--- src/design/te_sync_pkg.sv ---
/*
  Constants, types and shared helpers for the frame sync generator.
  Assumes a single 125 MHz clock and an active-low asynchronous reset.
*/
package te_sync_pkg;

  // ==========================================================
  // Clock and oscillator
  localparam int unsigned CLK_FREQ_HZ     = 125_000_000;
  localparam int unsigned OSC_DEFAULT_KHZ = 3690;
  localparam int unsigned OSC_DIV_NOM     =
    (CLK_FREQ_HZ / 1000 + OSC_DEFAULT_KHZ / 2) / OSC_DEFAULT_KHZ;
  localparam int          DIV_W           = 8;
  localparam logic [3:0]  OSC_TRIM_RESET  = 4'h8;

  // ==========================================================
  // Panel geometry
  localparam int          LINE_W         = 9;
  localparam int          DOT_W          = 7;
  localparam logic [8:0]  ACTIVE_LINES   = 9'h1b0;
  localparam logic [8:0]  VBLANK_LINES   = 9'h030;
  localparam logic [8:0]  TOTAL_LINES    = 9'h1e0;
  localparam logic [8:0]  LAST_ROW       = 9'h1af;
  localparam logic [8:0]  HALF_LINES     = 9'h0d8;
  localparam logic [6:0]  LAST_DOT       = 7'h7f;
  localparam logic [6:0]  HBLANK_DOTS    = 7'h10;
  localparam logic [15:0] TSEL_RESET     = 16'h0000;

  // ==========================================================
  // Sync pulse timing
  localparam int unsigned VS_HIGH_MIN_US  = 1000;
  localparam int unsigned HS_HIGH_MAX_US  = 500;
  localparam int unsigned VS_HIGH_MIN_CYC = VS_HIGH_MIN_US * (CLK_FREQ_HZ / 1_000_000);
  localparam int unsigned HS_HIGH_MAX_CYC = HS_HIGH_MAX_US * (CLK_FREQ_HZ / 1_000_000);
  localparam int          CNT_W           = 17;

  // ==========================================================
  // Types
  typedef enum logic {
    TE_MODE_VBLANK,
    TE_MODE_VHBLANK
  } te_mode_t;

  typedef struct packed {
    logic              gate_scan_mode;
    logic              gate_shift_dir;
    logic              scan_order;
  } gate_cfg_t;

  typedef struct packed {
    logic [LINE_W-1:0] line;
    logic [DOT_W-1:0]  dot;
    logic              line_start;
  } scan_pos_t;

  // Distance of a line behind a start line, modulo the frame length
  function automatic logic [8:0] line_dist(input logic [8:0] line,
                                           input logic [8:0] start);
    logic [9:0] sum;
    sum = {1'b0, line} + {1'b0, TOTAL_LINES} - {1'b0, start};
    if (sum >= {1'b0, TOTAL_LINES})
      sum = sum - {1'b0, TOTAL_LINES};
    return sum[8:0];
  endfunction

endpackage

--- src/design/te_sync_gen.sv ---
/*
  Frame sync generator with gate scan: produces the host-facing frame
  sync line in vertical-only or vertical-plus-horizontal mode, and the
  one-hot gate drive of the panel scan.
  Assumes commands arrive as one-cycle pulses synchronous to clk and
  that configuration inputs are held stable by the command decoder.
*/
module te_sync_gen
  import te_sync_pkg::*;
#(
  parameter int unsigned VS_HIGH_MIN_CYCLES = te_sync_pkg::VS_HIGH_MIN_CYC,
  parameter int unsigned HS_HIGH_MAX_CYCLES = te_sync_pkg::HS_HIGH_MAX_CYC
)
(
  // Clock and reset
  input  wire logic                   clk,
  input  wire logic                   resetn,
  // Sync line commands
  input  wire logic                   te_on_cmd,
  input  wire logic                   te_off_cmd,
  input  wire te_sync_pkg::te_mode_t  te_mode_sel,
  input  wire logic                   sleep_in,
  // Configuration
  input  wire logic [15:0]            line_select_delay,
  input  wire logic [3:0]             osc_trim,
  input  wire te_sync_pkg::gate_cfg_t gate_cfg,
  // Panel side
  output logic                        frame_sync_out,
  output logic [431:0]                gate_on_level,
  output logic [8:0]                  scan_row
);

  // ==========================================================
  // Constants sized to the counters
  localparam logic [CNT_W-1:0] VS_MIN = CNT_W'(VS_HIGH_MIN_CYCLES);
  localparam logic [CNT_W-1:0] HS_MAX = CNT_W'(HS_HIGH_MAX_CYCLES);

  typedef enum logic [1:0] {
    SYNC_DISABLED,
    SYNC_VBLANK,
    SYNC_VHBLANK
  } sync_state_t;

  // ==========================================================
  // Timing base
  logic      osc_tick;
  scan_pos_t pos;

  osc_tick_gen u_osc
  (
    .clk      (clk),
    .resetn   (resetn),
    .osc_trim (osc_trim),
    .osc_tick (osc_tick)
  );

  scan_timer u_scan
  (
    .clk      (clk),
    .resetn   (resetn),
    .osc_tick (osc_tick),
    .pos      (pos)
  );

  // ==========================================================
  // Gate index for a logical scan line
  // Interleaved mode drives even gates for the first half, then odd; reversed shift direction swaps that parity
  function automatic logic [8:0] gate_index(input logic [8:0] line,
                                            input logic       sm,
                                            input logic       gs);
    logic [8:0] g;
    logic [8:0] rel;
    rel = line - HALF_LINES;
    if (!sm)
      g = line;
    else if (line < HALF_LINES)
      g = {line[7:0], 1'b0};
    else
      g = {rel[7:0], 1'b1};
    if (gs)
      g = LAST_ROW - g;
    return g;
  endfunction

  // ==========================================================
  // Command state
  sync_state_t state_q;

  always_ff @(posedge clk or negedge resetn)
  begin
    if (!resetn)
    begin
      state_q <= SYNC_DISABLED;
    end
    else
    begin
      case (state_q)
        SYNC_DISABLED,
        SYNC_VBLANK,
        SYNC_VHBLANK:
        begin
          // Off wins when both commands land together
          if (te_off_cmd)
            state_q <= SYNC_DISABLED;
          else if (te_on_cmd)
            state_q <= (te_mode_sel == TE_MODE_VHBLANK) ? SYNC_VHBLANK
                                                        : SYNC_VBLANK;
        end
        default:
        begin
          state_q <= SYNC_DISABLED;
        end
      endcase
    end
  end

  // ==========================================================
  // Raw blanking windows
  logic [8:0]  v_start;
  logic [8:0]  h_count;
  logic        v_raw;
  logic        h_raw;
  logic        mode2;

  assign mode2 = (state_q == SYNC_VHBLANK);

  always_comb
  begin
    v_start = ACTIVE_LINES;
    h_count = ACTIVE_LINES;
    // Zero starts after the last active line; in vertical-only mode N starts at line N-1, capped at the last frame line
    if (!mode2 && line_select_delay != 16'h0000)
    begin
      if (line_select_delay >= {7'h00, TOTAL_LINES})
        v_start = TOTAL_LINES - 9'h001;
      else
        v_start = line_select_delay[8:0] - 9'h001;
    end
    // Each step of the select value drops one horizontal pulse
    if (line_select_delay >= {7'h00, ACTIVE_LINES})
      h_count = 9'h000;
    else
      h_count = ACTIVE_LINES - line_select_delay[8:0];
    // Window uses the logical line, so scan order cannot skew it
    v_raw = (line_dist(pos.line, v_start) < VBLANK_LINES);
    h_raw = mode2 && (pos.line < h_count) && (pos.dot < HBLANK_DOTS);
  end

  // ==========================================================
  // Vertical pulse with least width
  // Stretching past the window trades a late fall for the host margin
  logic             vs_q;
  logic [CNT_W-1:0] vs_cnt_q;

  always_ff @(posedge clk or negedge resetn)
  begin
    if (!resetn)
    begin
      vs_q     <= 1'b0;
      vs_cnt_q <= '0;
    end
    else if (v_raw || (vs_q && vs_cnt_q < VS_MIN))
    begin
      vs_q <= 1'b1;
      if (vs_cnt_q != {CNT_W{1'b1}})
        vs_cnt_q <= vs_cnt_q + 17'h00001;
    end
    else
    begin
      vs_q     <= 1'b0;
      vs_cnt_q <= '0;
    end
  end

  // ==========================================================
  // Horizontal pulse with longest width
  logic             hs_q;
  logic [CNT_W-1:0] hs_cnt_q;

  always_ff @(posedge clk or negedge resetn)
  begin
    if (!resetn)
    begin
      hs_q     <= 1'b0;
      hs_cnt_q <= '0;
    end
    else if (h_raw)
    begin
      hs_q <= (hs_cnt_q < HS_MAX - 17'h00001);
      if (hs_cnt_q != {CNT_W{1'b1}})
        hs_cnt_q <= hs_cnt_q + 17'h00001;
    end
    else
    begin
      hs_q     <= 1'b0;
      hs_cnt_q <= '0;
    end
  end

  // ==========================================================
  // Output pin
  logic sync_q;

  always_ff @(posedge clk or negedge resetn)
  begin
    if (!resetn)
      sync_q <= 1'b0;
    else if (state_q == SYNC_DISABLED)
      sync_q <= 1'b0;
    else if (sleep_in)
      sync_q <= 1'b0;
    else
      sync_q <= vs_q | (mode2 & hs_q);
  end

  assign frame_sync_out = sync_q;

  // ==========================================================
  // Gate drive and readout row
  logic [431:0] gate_q;
  logic [8:0]   row_q;

  always_ff @(posedge clk or negedge resetn)
  begin
    if (!resetn)
    begin
      gate_q <= '0;
      row_q  <= '0;
    end
    else
    begin
      gate_q <= '0;
      if (pos.line < ACTIVE_LINES)
        gate_q[gate_index(pos.line, gate_cfg.gate_scan_mode,
                          gate_cfg.gate_shift_dir)] <= 1'b1;
      if (pos.line >= ACTIVE_LINES)
        row_q <= '0;
      else if (gate_cfg.scan_order)
        row_q <= LAST_ROW - pos.line;
      else
        row_q <= pos.line;
    end
  end

  assign gate_on_level = gate_q;
  assign scan_row      = row_q;

endmodule

--- src/design/osc_tick_gen.sv ---
/*
  Display clock enable: divides the system clock to the trimmed
  oscillator rate. Assumes the trim input is static or changes slowly.
*/
module osc_tick_gen
  import te_sync_pkg::*;
(
  // Clock and reset
  input  wire logic       clk,
  input  wire logic       resetn,
  // Trim
  input  wire logic [3:0] osc_trim,
  // Enable out
  output logic            osc_tick
);

  // ==========================================================
  // Divider
  // Higher trim gives a faster display clock
  logic [DIV_W-1:0] div_d;
  logic [DIV_W-1:0] cnt_q;
  logic             tick_q;

  always_comb
  begin
    div_d = DIV_W'(OSC_DIV_NOM) + {4'h0, OSC_TRIM_RESET} - {4'h0, osc_trim};
  end

  always_ff @(posedge clk or negedge resetn)
  begin
    if (!resetn)
    begin
      cnt_q  <= '0;
      tick_q <= 1'b0;
    end
    else if (cnt_q >= div_d - 8'h01)
    begin
      cnt_q  <= '0;
      tick_q <= 1'b1;
    end
    else
    begin
      cnt_q  <= cnt_q + 8'h01;
      tick_q <= 1'b0;
    end
  end

  assign osc_tick = tick_q;

endmodule

--- src/design/scan_timer.sv ---
/*
  Dot and line counters of the panel scan, advanced on the display
  clock enable. Assumes one enable pulse per dot.
*/
module scan_timer
  import te_sync_pkg::*;
(
  // Clock and reset
  input  wire logic      clk,
  input  wire logic      resetn,
  // Dot enable
  input  wire logic      osc_tick,
  // Scan position
  output scan_pos_t      pos
);

  // ==========================================================
  // Counters
  scan_pos_t pos_q;

  always_ff @(posedge clk or negedge resetn)
  begin
    if (!resetn)
    begin
      pos_q <= '0;
    end
    else
    begin
      pos_q.line_start <= 1'b0;
      if (osc_tick)
      begin
        if (pos_q.dot == LAST_DOT)
        begin
          pos_q.dot        <= '0;
          pos_q.line_start <= 1'b1;
          if (pos_q.line == TOTAL_LINES - 9'h001)
            pos_q.line <= '0;
          else
            pos_q.line <= pos_q.line + 9'h001;
        end
        else
        begin
          pos_q.dot <= pos_q.dot + 7'h01;
        end
      end
    end
  end

  assign pos = pos_q;

endmodule

--- config.mk ---
export PLATFORM = sky130hd
export DESIGN_NAME = te_sync_gen
export DESIGN_NICKNAME = d
export VERILOG_FILES = /design/src/design/te_sync_pkg.sv /design/src/design/te_sync_gen.sv /design/src/design/osc_tick_gen.sv /design/src/design/scan_timer.sv
export SDC_FILE = /design/constraint.sdc
export NUM_CORES = 1
export LEC_CHECK = 0
export BUFFER_PORTS_ARGS = -buffer_cell sky130_fd_sc_hd__buf_2
export CORE_MARGIN = 3
export CORE_UTILIZATION = 55
export DETAILED_ROUTE_END_ITERATION = 8
export GPL_ROUTABILITY_DRIVEN = 0
export GPL_TIMING_DRIVEN = 0
export MAX_ROUTING_LAYER = met4
export PLACE_DENSITY = 0.82
export SYNTH_ARGS = -nofsm -noshare
export SYNTH_HDL_FRONTEND = slang
export SYNTH_HIERARCHICAL = 1
export SYNTH_SLANG_ARGS = --single-unit
--- constraint.sdc ---
create_clock -name clk -period 9.6 [get_ports clk]
set_clock_uncertainty 0.15 [all_clocks]
set_input_delay 1.44 -clock clk [delete_from_list [all_inputs] [get_ports clk]]
set_output_delay 1.44 -clock clk [all_outputs]
set_load 0.03 [all_outputs]
==> metrics.txt, run 1 <==
# TYPE chip_impl_metric gauge
chip_impl_metric{name="detailedPlacementHpwl",unit="um"} 44300
chip_impl_metric{name="report.final.hold_viol_count",unit=""} 0
chip_impl_metric{name="count_of_standard_cell_rows",unit=""} 67
chip_impl_metric{name="clock_sink_count",unit=""} 505
chip_impl_info{name="critPathTopFamily",value="simple AND/OR/NAND/NOR gates"} 1
chip_impl_metric{name="synthCells",unit=""} 1713
chip_impl_metric{name="cp_data_required_time",unit="ps"} 9900
chip_impl_metric{name="peakVddDrop",unit="mV"} 0.147
chip_impl_metric{name="cts-htree-levels",unit=""} 2
chip_impl_metric{name="placeableCoreArea",unit="sq mm"} 0.0340
chip_impl_metric{name="route.detailed.wl_per_inst",unit="um"} 22.9
chip_impl_metric{name="dieWidth",unit="um"} 193
chip_impl_info{name="setup.worst_path.end_class",value="flip-flop"} 1
chip_impl_metric{name="fmax",unit="MHz"} 159
chip_impl_info{name="cp_common_cell",value="sky130_fd_sc_hd__ha_1"} 1
chip_impl_metric{name="cts.hold.buffers_added",unit=""} 0
chip_impl_metric{name="min_period",unit="ps"} 6280
chip_impl_metric{name="totalNegativeSetupSlack",unit="ps"} 0
chip_impl_metric{name="drv_cap",unit=""} 0
chip_impl_metric{name="grt_first_pass_wirelength",unit="um"} 94300
chip_impl_metric{name="timing_max_transition_violations_final",unit=""} 0
chip_impl_metric{name="start_util",unit="%"} 56.7
chip_impl_metric{name="ctsResizeCount",unit=""} 0
chip_impl_metric{name="timing_worst_slew_pin_value",unit="ps"} 1050
chip_impl_metric{name="cp_slowest_stage_delay",unit="ps"} 540
chip_impl_metric{name="detail_route.wirelength",unit="um"} 62400
chip_impl_metric{name="fin_crit_share",unit="%"} 65.4
chip_impl_metric{name="drt.antenna.violating_nets",unit=""} 0
chip_impl_metric{name="tritoncts_buffer_count",unit=""} 48
chip_impl_info{name="crit_path_top_delay_cell",value="sky130_fd_sc_hd__a311oi_4"} 1
chip_impl_metric{name="layout.nets",unit=""} 2312
chip_impl_info{name="cts_tree",value="done"} 1
chip_impl_metric{name="max_slew_margin",unit="%"} 29.5
chip_impl_metric{name="grt_antenna_before_repair",unit=""} 1
chip_impl_info{name="critPathLaunchType",value="input port"} 1
chip_impl_info{name="critPathKind",value="input port to flip-flop"} 1
chip_impl_metric{name="grt-ovfl-total",unit=""} 0
chip_impl_metric{name="leakagePower",unit="nW"} 12.6
chip_impl_metric{name="area_delta_synth_final",unit="%"} 24.0
chip_impl_info{name="setup_repair_after_global_routing_missed_its_margin",value="no"} 1
chip_impl_metric{name="dp_cells",unit=""} 2632
chip_impl_metric{name="maximum_number_of_pins_on_one_net_before_global_route_repair",unit=""} 137
chip_impl_metric{name="stdcell_count",unit=""} 2721
chip_impl_metric{name="preCtsSetupSlack",unit="ps"} 2840
chip_impl_metric{name="io-pin-count",unit=""} 471
chip_impl_metric{name="power.density_cell_area",unit="mW/mm^2"} 190
chip_impl_metric{name="path_clk_slew",unit="ps"} 60
chip_impl_metric{name="worst_path_max_fanout",unit=""} 10
chip_impl_metric{name="post-cts-setup-buffer-count",unit=""} 0
chip_impl_metric{name="die_height",unit="um"} 193
chip_impl_metric{name="r2r_setup_slack",unit="ps"} 4240
chip_impl_metric{name="via_count_of_the_first_global_routing_pass",unit=""} 15800
chip_impl_metric{name="worst_slack",unit="ps"} 3320
chip_impl_metric{name="worstSkewPairLatency",unit="ps"} 580
chip_impl_info{name="hold_path.class",value="flip-flop to flip-flop"} 1
chip_impl_metric{name="fraction_of_final_layout_cells_with_drive_strength_greater_than_1",unit="%"} 28.3
chip_impl_metric{name="iteration_count_of_the_initial_detailed_routing_pass",unit=""} 7
chip_impl_metric{name="detail_route.vias_per_cell",unit=""} 5.70
chip_impl_metric{name="synth.yosys.warnings",unit=""} 6
chip_impl_metric{name="worstPathArrival",unit="ps"} 6580
chip_impl_metric{name="vias",unit=""} 15500
chip_impl_metric{name="netlist_area_before_placement",unit="sq mm"} 0.0193
chip_impl_info{name="critical_path.cell_chain",value="buf_2 -> inv_1 -> ha_1 -> nor3b_1 -> nand2_1 -> or3_1 -> nor3_1 -> nor2_1 -> o21ai_0 -> ha_1 -> ha_1 -> fa_1 -> a21o_1 -> a21oi_1 -> xor2_1 -> inv_1 -> ha_1 -> inv_1 -> o31a_1 -> a311oi_2 -> a311oi_4 -> buf_6 -> nor3_2"} 1
chip_impl_metric{name="setup_viol",unit=""} 0
chip_impl_info{name="clockRootBuffer",value="sky130_fd_sc_hd__clkbuf_16"} 1
chip_impl_metric{name="cts_max_path_buffers",unit=""} 3
chip_impl_metric{name="initial_drc_count",unit=""} 1205
chip_impl_metric{name="critical_path.n_buffers_inverters",unit=""} 5
chip_impl_metric{name="drc",unit=""} 0
chip_impl_info{name="result_of_the_run",value="completed"} 1
chip_impl_metric{name="groute.usage.overall",unit="%"} 33.9
chip_impl_metric{name="synthesis.area_per_instance",unit="sq um"} 11.3
chip_impl_metric{name="die-area",unit="sq mm"} 0.0374
chip_impl_metric{name="io_buffer_count",unit=""} 466
chip_impl_metric{name="finalPower",unit="mW"} 4.56
final cells by class:
type	instances	area, sq um
sequential	505	12600
fill	2426	10100
multi-input combinational	1075	6090
timing repair buffer	470	2450
clock buffer	72	1440
tap	448	561
buffer	99	453
clock inverter	16	176
inverter	35	131
antenna	1	2.50
state kept, by name, indices dropped and copies added, names as in the netlist:
register	count
u_osc/osc_tick	1
u_osc/cnt_q	8
gate_on_level	432
u_scan/pos	16
state_q	2
hs_q	1
scan_row	9
hs_cnt_q	17
frame_sync_out	1
vs_cnt_q	17
vs_q	1
power by group:
part	internal [mW]	total [mW]	leakage [nW]	switching, mW
registers	2.19	2.25	7.00	0.0656
clock network	1.12	1.93	0.801	0.810
logic	0.130	0.372	4.85	0.242
total	3.44	4.56	12.6	1.12
metal layers:
layer  routed length, um  vias to the layer above  GRT usage (%)  share of wire (%)
li1                    -                     6712              -                  -
met1               22700                     7784           40.0                 36
met2               31900                      806           57.0                 51
met3                4770                      197           6.82                7.6
met4                3110                        0           14.9                5.0
met5                   0                        -              -                  0
path summary, 6_finish.rpt:
| check | depth (start not counted) | endpoint | startpoint |
|---|---|---|---|
| max | 23 | vs_cnt_q[7] | line_select_delay[0] |
| min | 1 | hs_q | hs_cnt_q[16] |
| max reg2reg | 13 | gate_on_level[129] | u_scan/pos[11] |
| min reg2reg | 1 | hs_q | hs_cnt_q[16] |
| max in group asynchronous | 3 | gate_on_level[186] | resetn |
| min in group asynchronous | 1 | gate_on_level[399] | resetn |
through the flow:
stage          cell area, sq um  util (%)  hold slack, ps
6_report                  23900      70.4             322
4_1_cts                   23900      70.4             328
3_5_place_dp              22300      65.6             321
5_1_grt                   23900      70.4             353
3_3_place_gp              22200      65.2             310
2_1_floorplan             19300         -             289
worst reg2reg max path, delay by kind of cell, from the launching register on:
kind	cells	cell delay, ps
buffers and inverters	3	1700
AO/OA/AOI/OAI	3	1180
adder cells (fa/ha/maj)	2	720
AND/OR/NAND/NOR	3	560
flip-flops	1	590
multiplexers	1	210
XOR/XNOR	1	100
layout by cell type, fill, tap and decap left out, types with 4 or more instances in the layout:
cell                          n
sky130_fd_sc_hd__a21o_1      12
sky130_fd_sc_hd__nor3_2       9
sky130_fd_sc_hd__ha_1        48
sky130_fd_sc_hd__o31ai_1      6
sky130_fd_sc_hd__clkbuf_16   50
sky130_fd_sc_hd__and2_1       4
sky130_fd_sc_hd__nor4_1       8
sky130_fd_sc_hd__clkbuf_1    52
sky130_fd_sc_hd__clkinv_2     9
sky130_fd_sc_hd__a221oi_1     5
sky130_fd_sc_hd__nand4_1     16
sky130_fd_sc_hd__mux2i_1     10
sky130_fd_sc_hd__buf_16       4
sky130_fd_sc_hd__nor2_1     388
sky130_fd_sc_hd__mux2_2       7
sky130_fd_sc_hd__buf_2      509
sky130_fd_sc_hd__clkbuf_8    11
sky130_fd_sc_hd__a211oi_1     4
sky130_fd_sc_hd__a31oi_1      4
sky130_fd_sc_hd__and3_1      10
sky130_fd_sc_hd__nand2b_1    24
sky130_fd_sc_hd__or2_2       13
sky130_fd_sc_hd__dfrtp_1    505
sky130_fd_sc_hd__or3_1        7
sky130_fd_sc_hd__inv_1       33
sky130_fd_sc_hd__buf_1       10
sky130_fd_sc_hd__nor3_1     154
sky130_fd_sc_hd__nor3b_1      7
sky130_fd_sc_hd__xnor2_1     36
sky130_fd_sc_hd__o21ai_0     22
sky130_fd_sc_hd__or2_1        4
sky130_fd_sc_hd__a21oi_1     17
sky130_fd_sc_hd__o21a_1       6
sky130_fd_sc_hd__a32o_1       5
sky130_fd_sc_hd__nor2b_1      9
sky130_fd_sc_hd__nand3_1     44
sky130_fd_sc_hd__nand2_1    100
sky130_fd_sc_hd__o211ai_1     8
sky130_fd_sc_hd__xor2_1      32
Note: power is estimated with default switching activity, not from simulation.
==> run 2: changes to the inputs <==
--- a/config.mk
+++ b/config.mk
@@ -5,14 +5,15 @@
 export SDC_FILE = /design/constraint.sdc
 export NUM_CORES = 1
 export LEC_CHECK = 0
+export ABC_AREA = 1
 export BUFFER_PORTS_ARGS = -buffer_cell sky130_fd_sc_hd__buf_2
 export CORE_MARGIN = 3
-export CORE_UTILIZATION = 55
+export CORE_UTILIZATION = 48
 export DETAILED_ROUTE_END_ITERATION = 8
 export GPL_ROUTABILITY_DRIVEN = 0
 export GPL_TIMING_DRIVEN = 0
 export MAX_ROUTING_LAYER = met4
-export PLACE_DENSITY = 0.82
+export PLACE_DENSITY = 0.76
 export SYNTH_ARGS = -nofsm -noshare
 export SYNTH_HDL_FRONTEND = slang
 export SYNTH_HIERARCHICAL = 1
==> constraint.sdc (replaced) <==
create_clock -name clk -period 5.5 [get_ports clk]
set_clock_uncertainty 0.15 [all_clocks]
set_input_delay 0.825 -clock clk [delete_from_list [all_inputs] [get_ports clk]]
set_output_delay 0.825 -clock clk [all_outputs]
set_load 0.03 [all_outputs]
==> run 2 against run 1 <==
Count of clock-buffer cells in the layout shrank 11; sequential power grew 73%; first-iteration DRC count shrank 25%; worst setup slack lost 2500 ps; sequential cell count is the same; design area shrank 1.6%; global-route usage shrank 3.8 points; core utilization shrank 8.4 points; critical endpoint unchanged.
==> metrics.txt, run 2 <==
# TYPE chip_impl_metric gauge
chip_impl_metric{name="grt_antenna_before_repair",unit=""} 0
chip_impl_metric{name="path_clk_slew",unit="ps"} 60
chip_impl_metric{name="utilization",unit="%"} 62.0
chip_impl_metric{name="fmax",unit="MHz"} 214
chip_impl_metric{name="min_period",unit="ps"} 4680
chip_impl_info{name="critPathLaunchType",value="input port"} 1
chip_impl_metric{name="maximum_number_of_pins_on_one_net_before_global_route_repair",unit=""} 131
chip_impl_metric{name="clock_sink_count",unit=""} 505
chip_impl_metric{name="detailedPlacementHpwl",unit="um"} 42900
chip_impl_metric{name="worstPathArrival",unit="ps"} 4990
chip_impl_metric{name="fillCellCount",unit=""} 3009
chip_impl_metric{name="r2r_setup_slack",unit="ps"} 1290
chip_impl_metric{name="io_buffer_count",unit=""} 470
chip_impl_metric{name="via_count_of_the_first_global_routing_pass",unit=""} 14600
chip_impl_metric{name="fin_crit_share",unit="%"} 85.1
chip_impl_metric{name="layout.nets",unit=""} 2378
chip_impl_metric{name="leakagePower",unit="nW"} 13.0
chip_impl_metric{name="groute.usage.overall",unit="%"} 30.1
chip_impl_metric{name="count_of_standard_cell_rows",unit=""} 71
chip_impl_metric{name="drt.antenna.violating_nets",unit=""} 0
chip_impl_metric{name="synth.yosys.warnings",unit=""} 6
chip_impl_info{name="most-common-layout-cells",value="sky130_fd_sc_hd__nor2_1 (525), sky130_fd_sc_hd__dfrtp_1 (505), sky130_fd_sc_hd__buf_2 (478), sky130_fd_sc_hd__nand2_1 (210), sky130_fd_sc_hd__inv_1 (114)"} 1
chip_impl_info{name="critPathKind",value="input port to flip-flop"} 1
chip_impl_metric{name="grt_first_pass_wirelength",unit="um"} 89800
chip_impl_info{name="hold_path.class",value="input port to async pin"} 1
chip_impl_metric{name="drv_cap",unit=""} 0
chip_impl_info{name="setup.worst_path.end_class",value="flip-flop"} 1
chip_impl_metric{name="dieWidth",unit="um"} 203
chip_impl_metric{name="placeableCoreArea",unit="sq mm"} 0.0380
chip_impl_metric{name="worst_path_max_fanout",unit=""} 10
chip_impl_metric{name="synthCells",unit=""} 1774
chip_impl_metric{name="cp_data_required_time",unit="ps"} 5810
chip_impl_metric{name="ctsResizeCount",unit=""} 0
chip_impl_metric{name="totalNegativeSetupSlack",unit="ps"} 0
chip_impl_metric{name="synthesis.area_per_instance",unit="sq um"} 10.5
chip_impl_info{name="cts_tree",value="done"} 1
chip_impl_metric{name="peakVddDrop",unit="mV"} 0.235
chip_impl_metric{name="dp_cells",unit=""} 2760
chip_impl_metric{name="tritoncts_buffer_count",unit=""} 49
chip_impl_metric{name="report.final.hold_viol_count",unit=""} 0
chip_impl_metric{name="start_util",unit="%"} 49.2
chip_impl_metric{name="post-cts-setup-buffer-count",unit=""} 0
chip_impl_metric{name="flip_flop_count_of_the_largest_register_after_layout",unit=""} 432
chip_impl_metric{name="fraction_of_final_layout_cells_with_drive_strength_greater_than_1",unit="%"} 27.0
chip_impl_info{name="cp_common_cell",value="sky130_fd_sc_hd__inv_1"} 1
chip_impl_metric{name="worstSkewPairLatency",unit="ps"} 600
chip_impl_metric{name="initial_drc_count",unit=""} 908
chip_impl_metric{name="cts_max_path_buffers",unit=""} 3
chip_impl_metric{name="netlist_area_before_placement",unit="sq mm"} 0.0187
chip_impl_metric{name="finalPower",unit="mW"} 8.09
chip_impl_metric{name="preCtsSetupSlack",unit="ps"} 304
chip_impl_info{name="result_of_the_run",value="completed"} 1
chip_impl_metric{name="stdcell_count",unit=""} 2850
chip_impl_metric{name="cts-htree-levels",unit=""} 2
chip_impl_metric{name="cp_slowest_stage_delay",unit="ps"} 400
chip_impl_metric{name="iteration_count_of_the_initial_detailed_routing_pass",unit=""} 5
chip_impl_info{name="crit_path_top_delay_cell",value="sky130_fd_sc_hd__clkbuf_1"} 1
chip_impl_metric{name="drc",unit=""} 0
chip_impl_metric{name="worst_slack",unit="ps"} 818
chip_impl_metric{name="antenna_cells",unit=""} 0
chip_impl_metric{name="max_slew_margin",unit="%"} 30.5
chip_impl_info{name="clockRootBuffer",value="sky130_fd_sc_hd__clkbuf_16"} 1
chip_impl_metric{name="power.density_cell_area",unit="mW/mm^2"} 343
chip_impl_metric{name="timing_max_transition_violations_final",unit=""} 0
chip_impl_metric{name="die_height",unit="um"} 203
chip_impl_metric{name="detail_route.vias_per_cell",unit=""} 5.19
chip_impl_metric{name="vias",unit=""} 14800
chip_impl_metric{name="io-pin-count",unit=""} 471
chip_impl_metric{name="grt-ovfl-total",unit=""} 0
chip_impl_info{name="setup_repair_after_global_routing_missed_its_margin",value="no"} 1
chip_impl_metric{name="route.detailed.wl_per_inst",unit="um"} 21.5
chip_impl_metric{name="die-area",unit="sq mm"} 0.0414
chip_impl_metric{name="timing_worst_slew_pin_value",unit="ps"} 1040
chip_impl_metric{name="area_delta_synth_final",unit="%"} 25.9
chip_impl_metric{name="cts.hold.buffers_added",unit=""} 0
chip_impl_info{name="layout_commonest_cell",value="sky130_fd_sc_hd__nor2_1"} 1
chip_impl_metric{name="detail_route.wirelength",unit="um"} 61200
chip_impl_metric{name="setup_viol",unit=""} 0
[run 2: final cells by class]
| cell class | count | area, sq um | share of cell area (%) |
|---|---|---|---|
| buffer | 71 | 285 | 1.21 |
| inverter | 121 | 454 | 1.93 |
| sequential | 505 | 12600 | 53.6 |
| tap | 511 | 639 | 2.71 |
| clock buffer | 61 | 1330 | 5.65 |
| timing repair buffer | 474 | 2470 | 10.5 |
| clock inverter | 29 | 408 | 1.73 |
| multi-input combinational | 1078 | 5340 | 22.7 |
[run 2: path summary, 6_finish.rpt]
kind / startpoint / end / cells past startpoint
worst max-delay path: line_select_delay[0] / vs_cnt_q[7] / 30
worst min-delay path: resetn / gate_on_level[130] / 1
worst max register to register: u_scan/pos[12] / gate_on_level[63] / 13
worst min register to register: u_osc/cnt_q[0] / u_osc/cnt_q[0] / 1
max in group asynchronous: resetn / gate_on_level[335] / 4
min in group clk: sleep_in / frame_sync_out / 2
[run 2: worst max-delay path: cells and delay by family]
family	cells	cell delay [ps]
buffers and inverters	10	1100
AO/OA/AOI/OAI	4	660
adder cells (fa/ha/maj)	3	840
AND/OR/NAND/NOR	13	1560
[run 2: per-stage QoR]
step | instance area, sq um | hold slack [ps]
3_5_place_dp | 21800 | 362
3_3_place_gp | 21700 | 341
5_1_grt | 23600 | 71.0
6_report | 23600 | 40.2
2_1_floorplan | 18700 | 321
4_1_cts | 23600 | 41.0
[run 2: where the power goes]
group,switching (mW),internal [mW]
Clock,1.48,2.11
Sequential,0.0901,3.81
Combinational,0.404,0.198
[run 2: layer usage]
metal	up-vias	track usage (%)	part of all wire [%]
li1	6562	-	-
met1	7366	36.6	38
met4	0	12.5	4.6
met5	-	-	0
met3	149	5.11	7.5
met2	708	50.3	50
